<file path="src/logic/port_c_consts.svh">
// Contract
// fuse programmed: bit-6 pin is plain I/O; only power-on and brown-out reset (code: R08 overrides keep it input, pull-up on, input buffer off)
// fuse unprogrammed: bit-6 pin feeds reset circuitry, not usable as I/O
// bit-6 as reset input: direction, latch and pin-input reads return zero
// two-wire enabled: bit-5 pin detached from port, becomes serial clock line
// two-wire enabled: bit-4 pin detached from port, becomes serial data line
// two-wire inputs filtered, pulses under 50 ns rejected
// two-wire pins open-drain: pull low or release, never drive high
// bit-6 pull-up, direction, input-enable override enables equal the fuse; pull-up value 1
// bits 5,4 overrides follow two-wire enable; direction from interface drive
// bits 3..0 carry no overrides, all held at zero
// pins 5..0 also routable to converter input channel of same index
// with override enable low, pin attributes follow port register bits
`ifndef PORT_C_CONSTS_SVH
`define PORT_C_CONSTS_SVH
`define PIN_COUNT 7
`define RESET_PIN_IDX 6
`define SCL_PIN_IDX 5
`define SDA_PIN_IDX 4
`define ANALOG_PIN_COUNT 6
`define CLK_PERIOD_NS 10
`define SPIKE_FILTER_NS 50
// shortest pulse that passes; shorter runs are rejected
`define SPIKE_FILTER_CYC ((`SPIKE_FILTER_NS + `CLK_PERIOD_NS - 1) / `CLK_PERIOD_NS)
`endif

</file>
<file path="src/logic/port_c_pkg.sv">
package port_c_pkg;
   // per-pin override bundle
   typedef struct packed {
      logic pullup_override_en;
      logic pullup_override_val;
      logic dir_override_en;
      logic dir_override_val;
      logic pinval_override_en;
      logic pinval_override_val;
      logic input_en_override_en;
      logic input_en_override_val;
   } pin_override_t;
   // ordinary port register bits for all seven pins
   typedef struct packed {
      logic [6:0] dir;
      logic [6:0] out_latch;
   } port_regs_t;
endpackage

</file>
<file path="src/logic/port_c_alt_function_override.sv">
`timescale 1ns/1ns
`include "port_c_consts.svh"
module port_c_alt_function_override (
   input wire logic clk_sys,
   input wire logic rst_n,
   input wire port_c_pkg::port_regs_t port_regs,
   input wire logic global_pullup_disable,
   input wire logic reset_pin_disable_fuse,
   input wire logic two_wire_enable,
   input wire logic scl_drive_low,
   input wire logic sda_drive_low,
   input wire logic [6:0] pin_in,
   output logic [6:0] pin_out,
   output logic [6:0] pin_oe_n,
   output logic [6:0] pin_pullup_en,
   output logic [6:0] pin_input_en,
   output logic [6:0] dir_readback,
   output logic [6:0] out_latch_readback,
   output logic [6:0] pin_input_readback,
   output logic ext_reset_level,
   output logic scl_in,
   output logic sda_in,
   output logic [5:0] analog_pin_path
);
   port_c_pkg::pin_override_t ovr [7];
   logic [6:0] sync1_reg;
   logic [6:0] sync2_reg;
   logic [1:0] filt_reg;
   logic [3:0] filt_cnt_reg [2];
   logic [6:0] pin_out_next;
   logic [6:0] pin_oe_n_next;
   logic [6:0] pullup_next;
   logic [6:0] inen_next;
   logic [6:0] pin_val;

   // two-flop synchroniser for the pad inputs
   always_ff @(posedge clk_sys or negedge rst_n) begin
      if (!rst_n) begin
         sync1_reg <= 7'h00;
         sync2_reg <= 7'h00;
      end else begin
         sync1_reg <= pin_in;
         sync2_reg <= sync1_reg;
      end
   end

   // override table per pin
   always_comb begin
      for (int i = 0; i < `PIN_COUNT; i++) begin
         ovr[i] = '0;
      end
      // bit-6 overrides
      ovr[`RESET_PIN_IDX].pullup_override_en = reset_pin_disable_fuse;
      ovr[`RESET_PIN_IDX].pullup_override_val = 1'b1;
      ovr[`RESET_PIN_IDX].dir_override_en = reset_pin_disable_fuse;
      ovr[`RESET_PIN_IDX].input_en_override_en = reset_pin_disable_fuse;
      // two-wire overrides
      // pull-up value is latch and disable combined; kept literal, not inverted
      ovr[`SCL_PIN_IDX].pullup_override_en = two_wire_enable;
      ovr[`SCL_PIN_IDX].pullup_override_val =
         port_regs.out_latch[`SCL_PIN_IDX] & global_pullup_disable;
      ovr[`SCL_PIN_IDX].dir_override_en = two_wire_enable;
      ovr[`SCL_PIN_IDX].dir_override_val = scl_drive_low;
      ovr[`SCL_PIN_IDX].pinval_override_en = two_wire_enable;
      ovr[`SDA_PIN_IDX].pullup_override_en = two_wire_enable;
      ovr[`SDA_PIN_IDX].pullup_override_val =
         port_regs.out_latch[`SDA_PIN_IDX] & global_pullup_disable;
      ovr[`SDA_PIN_IDX].dir_override_en = two_wire_enable;
      ovr[`SDA_PIN_IDX].dir_override_val = sda_drive_low;
      ovr[`SDA_PIN_IDX].pinval_override_en = two_wire_enable;
      // bits 3..0 left at zero by the default above
   end

   // pin attribute muxes
   always_comb begin
      for (int i = 0; i < `PIN_COUNT; i++) begin
         // port bits when not overridden
         pullup_next[i] = ovr[i].pullup_override_en ? ovr[i].pullup_override_val :
            (port_regs.out_latch[i] & ~port_regs.dir[i] & ~global_pullup_disable);
         pin_oe_n_next[i] = ~(ovr[i].dir_override_en ? ovr[i].dir_override_val :
            port_regs.dir[i]);
         pin_out_next[i] = ovr[i].pinval_override_en ? ovr[i].pinval_override_val :
            port_regs.out_latch[i];
         inen_next[i] = ovr[i].input_en_override_en ? ovr[i].input_en_override_val : 1'b1;
      end
      // fuse programmed: R08 overrides hold bit 6 as input with pull-up on and input buffer off, not plain I/O
      // unprogrammed fuse: pad driver off, pin given to reset
      if (!reset_pin_disable_fuse) begin
         pin_oe_n_next[`RESET_PIN_IDX] = 1'b1;
         pin_out_next[`RESET_PIN_IDX] = 1'b0;
      end
   end

   // registered pad controls
   always_ff @(posedge clk_sys or negedge rst_n) begin
      if (!rst_n) begin
         pin_out <= 7'h00;
         pin_oe_n <= 7'h7f;
         pin_pullup_en <= 7'h00;
         pin_input_en <= 7'h00;
      end else begin
         // open-drain: value forced low, only the enable moves
         pin_out <= pin_out_next;
         pin_oe_n <= pin_oe_n_next;
         pin_pullup_en <= pullup_next;
         pin_input_en <= inen_next;
      end
   end

   // spike filter: a level must hold the minimum time to pass
   generate
      for (genvar k = 0; k < 2; k++) begin : g_filt
         always_ff @(posedge clk_sys or negedge rst_n) begin
            if (!rst_n) begin
               filt_reg[k] <= 1'b1;
               filt_cnt_reg[k] <= 4'h0;
            end else if (sync2_reg[`SDA_PIN_IDX + k] == filt_reg[k]) begin
               filt_cnt_reg[k] <= 4'h0;
            end else if (filt_cnt_reg[k] == 4'(`SPIKE_FILTER_CYC - 1)) begin
               filt_reg[k] <= sync2_reg[`SDA_PIN_IDX + k];
               filt_cnt_reg[k] <= 4'h0;
            end else begin
               filt_cnt_reg[k] <= filt_cnt_reg[k] + 4'h1;
            end
         end
      end
   endgenerate

   // gated input value seen by the port
   assign pin_val = sync2_reg & inen_next;

   // readbacks and peripheral inputs
   always_ff @(posedge clk_sys or negedge rst_n) begin
      if (!rst_n) begin
         dir_readback <= 7'h00;
         out_latch_readback <= 7'h00;
         pin_input_readback <= 7'h00;
         ext_reset_level <= 1'b1;
         scl_in <= 1'b1;
         sda_in <= 1'b1;
         analog_pin_path <= 6'h00;
      end else begin
         dir_readback <= port_regs.dir;
         out_latch_readback <= port_regs.out_latch;
         pin_input_readback <= pin_val;
         // reset pin reads zero
         if (!reset_pin_disable_fuse) begin
            dir_readback[`RESET_PIN_IDX] <= 1'b0;
            out_latch_readback[`RESET_PIN_IDX] <= 1'b0;
            pin_input_readback[`RESET_PIN_IDX] <= 1'b0;
         end
         // pin level to reset circuitry
         ext_reset_level <= reset_pin_disable_fuse | sync2_reg[`RESET_PIN_IDX];
         // filtered clock to interface
         scl_in <= two_wire_enable ? filt_reg[1] : 1'b1;
         // filtered data to interface
         sda_in <= two_wire_enable ? filt_reg[0] : 1'b1;
         // converter path held on for all pins 5..0, no channel select
         analog_pin_path <= 6'h3f;
      end
   end
endmodule

</file>
<file path="config.mk">
export PLATFORM = sky130hd
export DESIGN_NAME = port_c_alt_function_override
export DESIGN_NICKNAME = d
export VERILOG_FILES = /design/src/logic/port_c_pkg.sv /design/src/logic/port_c_alt_function_override.sv
export VERILOG_INCLUDE_DIRS = /design/src /design/src/logic
export SDC_FILE = /design/constraint.sdc
export NUM_CORES = 1
export LEC_CHECK = 0
export BUFFER_PORTS_ARGS = -buffer_cell sky130_fd_sc_hd__buf_2
export CAP_MARGIN = 10
export CORE_MARGIN = 5
export CORE_UTILIZATION = 51
export CTS_CLUSTER_SIZE = 12
export DETAILED_ROUTE_END_ITERATION = 12
export PLACE_DENSITY = 0.9
export REMOVE_ABC_BUFFERS = 1
export SLEW_MARGIN = 20
export SYNTH_ARGS = -nofsm -noshare
export SYNTH_HDL_FRONTEND = slang
export SYNTH_SLANG_ARGS = --single-unit
</file>
<file path="constraint.sdc">
create_clock -name clk_sys -period 1.95 [get_ports clk_sys]
set_input_delay 0.39 -clock clk_sys [delete_from_list [all_inputs] [get_ports clk_sys]]
set_output_delay 0.39 -clock clk_sys [all_outputs]
set_load 0.005 [all_outputs]
</file>
# Yosys cells after proc, flatten, opt, wreduce, memory -nomap -nowiden
# Index checks and enable logic that the tools add are counted.
dict set report word_totals {
  input_bits 28
  output_inout_bits 58
  register_bits 77
  elab_cells 75
}
dict set report classes {
  mux 19
  n_bitwise 31
  reduce_logical 2
  n_addsub 2
  eq_ne 4
}
# op n
set ops {}
lappend ops {{AND 1 bit} 16}
lappend ops {{2-to-1 mux 4 bit} 4}
lappend ops {{2-to-1 mux 1 bit} 15}
lappend ops {{NOT 1 bit} 13}
lappend ops {{adder 4 x 1 -> 4 bit (second input constant)} 2}
lappend ops {{equality test 4 x 3 -> 1 bit (second input constant)} 2}
lappend ops {{AND 7 bit} 1}
lappend ops {{AND reduction 2 bit} 2}
lappend ops {{equality test 1 bit} 2}
lappend ops {{OR 1 bit} 1}

# Depth between registers and ports, before layout
# Gate-level depths: netlist (run 1).
dict set report depth {
  ltp_word 4
  ltp_mapped 5
  mapped_depth_nobuf 5
}

# Least setup slack after synthesis (run 1)
# OpenSTA, ideal clock, no wires.
dict set report synth_timing {
  kind {reg2reg}
  startpoint {register filt_cnt_reg[0] (netlist name)}
  endpoint {register filt_cnt_reg[2] (netlist name)}
  path_buffers 0
  stages_incl_launch_ff 6
  path_slack_ns 0.667
  setup_time_ns 0.073
  synth_period_minus_slack_ns 1.283
  required_time_ns 1.877
  t_arrival_ns 1.210
  cell_sequence {dfrtp_1 > inv_1 > ha_1 > nor2b_2 > or3b_1 > a21oi_2}
}
dict set report synth_via {
  elab_chain_len 3
  elab_cells_between_ends 4
  cone_classes {1 x add/sub; 1 x eq/ne; 2 x mux}
}
# item line_no
set synth_lines {}
lappend synth_lines {{start, declared} port_c_alt_function_override.sv:29} ;# logic [3:0] filt_cnt_reg [2];
lappend synth_lines {{start signal, assigned by index} port_c_alt_function_override.sv:123} ;# filt_cnt_reg[k] <= filt_cnt_reg[k] + 4'h1;
lappend synth_lines {{adder 4 x 1 -> 4 bit or equality test 4 x 3 -> 1 bit (tied branches)} {port_c_alt_function_override.sv:123, port_c_alt_function_override.sv:119}}
lappend synth_lines {{2-to-1 mux 4 bit (*)} port_c_alt_function_override.sv:119} ;# end else if (filt_cnt_reg[k] == 4'(`SPIKE_FILTER_CYC - 1)) begin
lappend synth_lines {{2-to-1 mux 4 bit (*)} port_c_alt_function_override.sv:117} ;# end else if (sync2_reg[`SDA_PIN_IDX + k] == filt_reg[k]) begin
# Mark *: on every way between the ends. The rest lies on a longest branch, timed or not.
# A chain may end at the register's enable or synchronous reset.

==> results.py, run 1 <==
metrics = {
    "clock_network": {
        "post_cts_buffers": 0,
        "clock_latency_ns": 0.33,
        "cts_hold_buf": 0,
        "clkTransAtPathRegs_ns": 0.07,
        "post_cts_resize_count": 0,
        "tritoncts": "built",
        "ctsHtreeMaxLevel": 3,
        "cts_root_buf": "clkbuf_8",
        "cts.path.max_buffers": 2,
        "numCtsBuffers": 9,
        "clock-sinks": 66,
    },
    "pwr": {
        "irDropWorstVdd_uv": 1020,
        "leakagePower_nw": 1.47,
        "power_density_nw_per_um2": 1230,
        "p_total_mw": 3.52,
    },
    "global_route": {
        "grt_pass1_vias": 1415,
        "grt_pass1_wl_um": 6800,
        "global_route.usage.total": 0.170,
        "grt_max_degree": 67,
        "antenna_found_initial": 0,
        "grt_remaining_overflow": 0,
    },
    "floorplan": {
        "initial_core_util": 0.538,
        "dieHeight_um": 75.7,
        "io_pins": 86,
        "rows": 23,
        "dieWidth_um": 75.7,
        "fp.coreArea_um2": 4090,
        "dieArea_um2": 5730,
    },
    "detailed_routing": {
        "vias": 1279,
        "drt_iter0_drc": 45,
        "wl_um": 4200,
        "drcViolationCount": 0,
        "routedWlPerCell_um": 15.0,
        "via_per_inst": 4.57,
        "drt_pass1_iterations": 4,
        "drt.antenna.violating_nets": 0,
    },
    "synth": {
        "netlist_instances": 145,
        "synth_top_flop_cell": "dfrtp_1",
        "synth-async-reset-ratio": 1.00,
        "synthAdderAreaFrac": 0.0228,
        "synth-compound-area-share": 0.0233,
        "avgSynthCellArea_um2": 15.2,
        "synthMuxAreaShare": 0.0284,
        "synth_top_family_by_area": "simple AND/OR/NAND/NOR gates",
        "yosys.area_share.simple": 0.0808,
        "synth-edff-count": 0,
        "netlist_area_um2": 2200,
        "ys_warn_count": 0,
        "synth-xor-area-share": 0.00796,
        "synth.distinct_cells": 27,
        "synth-seq-cells": 66,
        "yosysSeqAreaShare": 0.758,
    },
    "worst_hold_path": {
        "hold_path_class": "in -> async",
    },
    "finish": {
        "largest_reg_flops": 8,
        "n_antenna_cell": 0,
        "areaGrowthSynthToFinish_pct": 29.9,
        "drive_gt1_frac": 0.509,
        "nNetsFinal": 257,
    },
    "placement": {
        "place_ws_ns": 0.597,
        "port_buffers": 85,
        "place.gp.congestion": 0.757,
        "dp_hpwl_um": 2960,
    },
    "setup_path": {
        "crit_fanout": 12,
        "cp-startpoint": "pin_input_en[5]",
        "worstReg2RegStart": "filt_cnt_reg[0]",
        "crit_slowest_cell": "dfrtp_1",
        "critical_path.max_stage_delay_ns": 0.49,
        "start_kind": "flop",
        "crit_chain": "buf_2",
        "crit_family": "flip-flops",
        "crit_path_end_kind": "output port",
        "critical_path_class": "reg -> out",
        "cp.arrival_ns": 0.99,
        "crit_buf_inv": 1,
        "cp.required_ns": 1.56,
    },
    "sta": {
        "setup_viol": 0,
        "slew_violations": 0,
        "fin_crit_sh": 0.710,
        "layout_setup_ws_ns": 0.566,
        "fmax_mhz": 723,
        "fin_skew_ns": 0.00518,
        "tns_ns": 0,
        "finalHoldViolCount": 0,
        "post-route-min-period_ns": 1.38,
        "grt_setup_unrepaired": "no",
    },
    "outcome": {
        "outcome": "complete, no violations",
    },
    "run": {
        "max_cap_viol_count": 0,
    },
}
[synthesized netlist by cell type (4+ instances only)]
master,instances,area share
buf_4,16,0.055
nand2b_1,4,0.011
nor2b_1,5,0.014
mux2i_1,4,0.018
nor3b_1,4,0.014
inv_1,10,0.017
dfstp_2,12,0.14
nor2_1,5,0.0085
ha_1,4,0.023
dfrtp_1,54,0.61
[routing by layer]
layer,vias up,GRT usage,part of all wire
met2,61,0.272,0.49
met1,614,0.183,0.38
met3,5,0.0897,0.12
met4,0,0.0874,0.017
met5,-,0,0
li1,599,-,-
[stage by stage]
stage | hold WS, ns | cells | cell area, um^2 | util
final | 0.0646 | 280 | 2860 | 0.699
after CTS | 0.0661 | 280 | 2860 | 0.699
after detailed placement | 0.337 | 264 | 2580 | 0.632
after floorplan | 0.0944 | 128 | 2070 | -
after global placement | 0.332 | 264 | 2580 | 0.632
after global routing | 0.0917 | 280 | 2860 | 0.699
[final cells by class]
type / instances / area, um^2
flip-flops and latches: 66 / 1670
fillers: 282 / 1230
repair buffers: 86 / 445
multi-input cells: 52 / 370
clock buffers: 10 / 138
clock inverters: 6 / 138
well taps: 50 / 62.6
inverters: 10 / 37.5
[path summary, 6_finish.rpt]
kind,end,slack (ns),cells past startpoint
max,pin_input_en[2],0.57,1
min,out_latch_readback[1],0.06,2
max reg2reg,filt_cnt_reg[2],0.59,5
min reg2reg,sync2_reg[5],0.35,0
max in group asynchronous,ext_reset_level,1.57,2
min in group clk_sys,sync1_reg[3],0.16,1
[placed cells by master, fill, tap and decap left out]
master	synthesis	layout
nor3b_1	4	4
dfstp_2	12	12
nor2b_2	1	1
bufinv_16	0	4
clkbuf_8	0	10
dfrtp_1	54	54
nand2_1	2	2
clkinv_4	0	2
o31ai_1	1	1
a21oi_1	1	1
mux2_1	2	2
buf_2	1	85
a21oi_2	1	1
xnor2_1	2	2
nand2b_1	4	4
inv_1	10	10
nor3_1	2	2
conb_1	2	3
or2_2	1	1
nand3_1	2	2
buf_12	0	1
mux2i_1	4	4
nor2b_1	5	5
and2_1	2	2
or3b_1	2	2
ha_1	4	4
a211oi_1	2	2
o21a_1	2	2
nor2_1	5	5
[power by group]
part | internal (mW) | switching (mW) | total, mW
logic | 0.188 | 0.199 | 0.388
clock network | 1.02 | 0.510 | 1.53
registers | 1.53 | 0.0789 | 1.61
total | 2.73 | 0.788 | 3.52
[logic make-up after synthesis]
group,Yosys count
compound gates,7
xor+xnor,2
fa+ha+maj,4
mux,6
simple gates,30
other cells,2
flops,66
buf+inv,28
(Power assumes the default switching activity.)
==> run 2: changes to the inputs <==
--- a/config.mk
+++ b/config.mk
@@ -6,13 +6,14 @@
 export SDC_FILE = /design/constraint.sdc
 export NUM_CORES = 1
 export LEC_CHECK = 0
+export ABC_AREA = 1
 export BUFFER_PORTS_ARGS = -buffer_cell sky130_fd_sc_hd__buf_2
 export CAP_MARGIN = 10
 export CORE_MARGIN = 5
-export CORE_UTILIZATION = 51
+export CORE_UTILIZATION = 43
 export CTS_CLUSTER_SIZE = 12
 export DETAILED_ROUTE_END_ITERATION = 12
-export PLACE_DENSITY = 0.9
+export PLACE_DENSITY = 0.82
 export REMOVE_ABC_BUFFERS = 1
 export SLEW_MARGIN = 20
 export SYNTH_ARGS = -nofsm -noshare
==> constraint.sdc (replaced) <==
create_clock -name clk_sys -period 1.2 [get_ports clk_sys]
set_input_delay 0.24 -clock clk_sys [delete_from_list [all_inputs] [get_ports clk_sys]]
set_output_delay 0.24 -clock clk_sys [all_outputs]
set_load 0.005 [all_outputs]
==> results.py, run 2 <==
metrics = {
    "finish": {
        "fin_area_um2": 2970,
        "drive_gt1_frac": 0.442,
        "layout_common_cells": "buf_2 (78), dfrtp_1 (53), nand2_1 (28), inv_1 (21), nor2_1 (15)",
        "areaGrowthSynthToFinish_pct": 35.0,
        "n_antenna_cell": 0,
        "final_cells": 337,
        "final_util": 0.590,
        "nNetsFinal": 294,
        "largest_reg_flops": 8,
        "layout_commonest_cell": "buf_2",
    },
    "clock_network": {
        "cts_root_buf": "clkbuf_8",
        "clock-sinks": 66,
        "post_cts_buffers": 0,
        "ctsHtreeMaxLevel": 3,
        "tritoncts": "built",
        "clkTransAtPathRegs_ns": 0.08,
        "numCtsBuffers": 9,
        "cts.path.max_buffers": 2,
        "clock_latency_ns": 0.33,
    },
    "sta": {
        "setup_viol": 0,
        "fmax_mhz": 838,
        "fin_skew_ns": 0.00784,
        "post-route-min-period_ns": 1.19,
        "slew_violations": 0,
        "grt_setup_unrepaired": "yes",
        "fin_crit_sh": 0.994,
        "finalHoldViolCount": 0,
    },
    "synth": {
        "synth_area_leaders": "dfrtp_1 (61%), dfstp_2 (14%), buf_4 (5.8%), nand2_1 (4.8%), inv_1 (3.6%)",
        "ys_top_cells_by_count": "dfrtp_1 (54), nand2_1 (28), inv_1 (21), buf_4 (17), nor2_1 (15)",
        "synth.distinct_cells": 17,
        "netlist_area_um2": 2200,
        "synth-seq-cells": 66,
        "avgSynthCellArea_um2": 12.8,
        "synth-async-reset-ratio": 1.00,
        "ys_warn_count": 0,
        "synth-edff-count": 0,
        "yosysSeqAreaShare": 0.756,
        "post-synth-top-count-cell": "dfrtp_1",
        "synth_top_flop_cell": "dfrtp_1",
        "synth_top_area_share": 0.613,
        "synth_top_area_cell": "dfrtp_1",
        "netlist_instances": 172,
    },
    "setup_path": {
        "cp.required_ns": 0.96,
        "crit_path_end_kind": "output port",
        "reg2regPathDepth": 5,
        "start_kind": "flop",
        "cp-startpoint": "pin_oe_n[2]",
        "crit_chain": "buf_6",
        "critical_path_class": "reg -> out",
        "crit_slowest_cell": "dfstp_2",
        "crit_family": "flip-flops",
        "critical_path.max_stage_delay_ns": 0.54,
        "crit_buf_inv": 1,
        "cp.arrival_ns": 0.95,
        "cp.depth": 1,
        "crit_fanout": 1,
        "worstReg2RegStart": "filt_cnt_reg[0]",
    },
    "floorplan": {
        "fp.coreArea_um2": 5040,
        "dieHeight_um": 81.6,
        "dieArea_um2": 6660,
        "dieWidth_um": 81.6,
        "io_pins": 86,
        "initial_core_util": 0.437,
        "rows": 26,
    },
    "global_route": {
        "grt_max_degree": 67,
        "grt_pass1_vias": 1395,
        "global_route.usage.total": 0.130,
        "antenna_found_initial": 0,
        "grt_pass1_wl_um": 6180,
        "grt_remaining_overflow": 0,
    },
    "worst_hold_path": {
        "hold_depth": 1,
        "hold_path_class": "in -> reg",
        "hp-start": "port_regs[2]",
    },
    "detailed_routing": {
        "wl_um": 3990,
        "routedWlPerCell_um": 11.8,
        "vias": 1389,
        "drcViolationCount": 0,
        "drt.antenna.violating_nets": 0,
        "drt_pass1_iterations": 4,
        "drt_iter0_drc": 52,
        "via_per_inst": 4.12,
    },
    "pwr": {
        "irDropWorstVdd_uv": 989,
        "leakagePower_nw": 1.57,
        "power_density_nw_per_um2": 1760,
    },
    "placement": {
        "dp_hpwl_um": 2870,
        "dp.cells": 312,
        "port_buffers": 85,
        "place_area_um2": 2610,
        "place.gp.congestion": 0.714,
    },
    "run": {
        "max_cap_viol_count": 0,
    },
    "outcome": {
        "outcome": "complete, no violations",
    },
}
## run 2: changes by cell type after synthesis, moves of 4 or more
cell      change
inv_1        +11
mux2i_1       -4
nand2_1      +26
nand2b_1      -4
nor2_1       +10
nor2b_1       -5
nor3b_1       -4
o21ai_0       +4
## run 2: kinds of logic (layout without fill, tap and decap cells)
group / Yosys count / after routing / share of synthesized area
other cells: 2 / 3 / 0.00341
buf+inv: 39 / 133 / 0.0954
xor+xnor: 2 / 2 / 0.00795
simple gates: 51 / 51 / 0.0937
fa+ha+maj: 4 / 4 / 0.0227
flops: 66 / 66 / 0.756
compound gates: 8 / 8 / 0.0204
## run 2: repair_timing
action,CTS,global route
setup endpoints to repair,22,22
pin swaps,0,0
gates resized for setup,5,3
gates cloned,0,0
hold buffers,5,4
endpoints found under the hold margin,58,4
## run 2: power by group
part           total, mW  switching (mW)  internal (mW)
sequential          2.62           0.140           2.48
clock               2.04           0.811           1.23
combinational      0.588           0.302          0.285
total               5.24            1.25           3.99
## run 2: layout make-up
class | count | area, um^2
clock buffer | 10 | 138
clock inverter | 6 | 88.8
fill | 403 | 2070
inverter | 22 | 82.6
multi-input combinational | 68 | 330
sequential | 66 | 1670
tap | 70 | 87.6
timing repair buffer | 95 | 579
## run 2: per-stage QoR
stage | setup slack [ns] | total power, mW | TNS (ns) | hold WS, ns
after CTS | -0.0201 | 5.30 | -0.0782 | 0.000856
final | 0.00704 | 5.24 | 0 | 0.0241
after global placement | 0.215 | 3.16 | 0 | 0.276
after detailed placement | 0.153 | 3.20 | 0 | 0.284
after floorplan | 0.253 | 2.90 | 0 | -0.0556
after global routing | -0.0495 | 5.55 | -0.580 | 0.00260
## run 2: path summary, 6_finish.rpt
path,endpoint,slack [ns]
min in group asynchronous,pin_input_readback[6],0.46
hold reg to reg,pin_input_readback[2],0.35
setup reg to reg,filt_cnt_reg[3],0.14
max in group asynchronous,sda_in,0.43
hold / removal,out_latch_readback[2],0.02
setup / recovery,pin_oe_n[2],0.007
## run 2: routing by layer
metal	vias up	GRT usage	wire, um
met5	-	0	0
met4	0	0.0498	40
met3	6	0.0855	366
met2	45	0.197	1990
met1	658	0.146	1590
li1	680	-	-
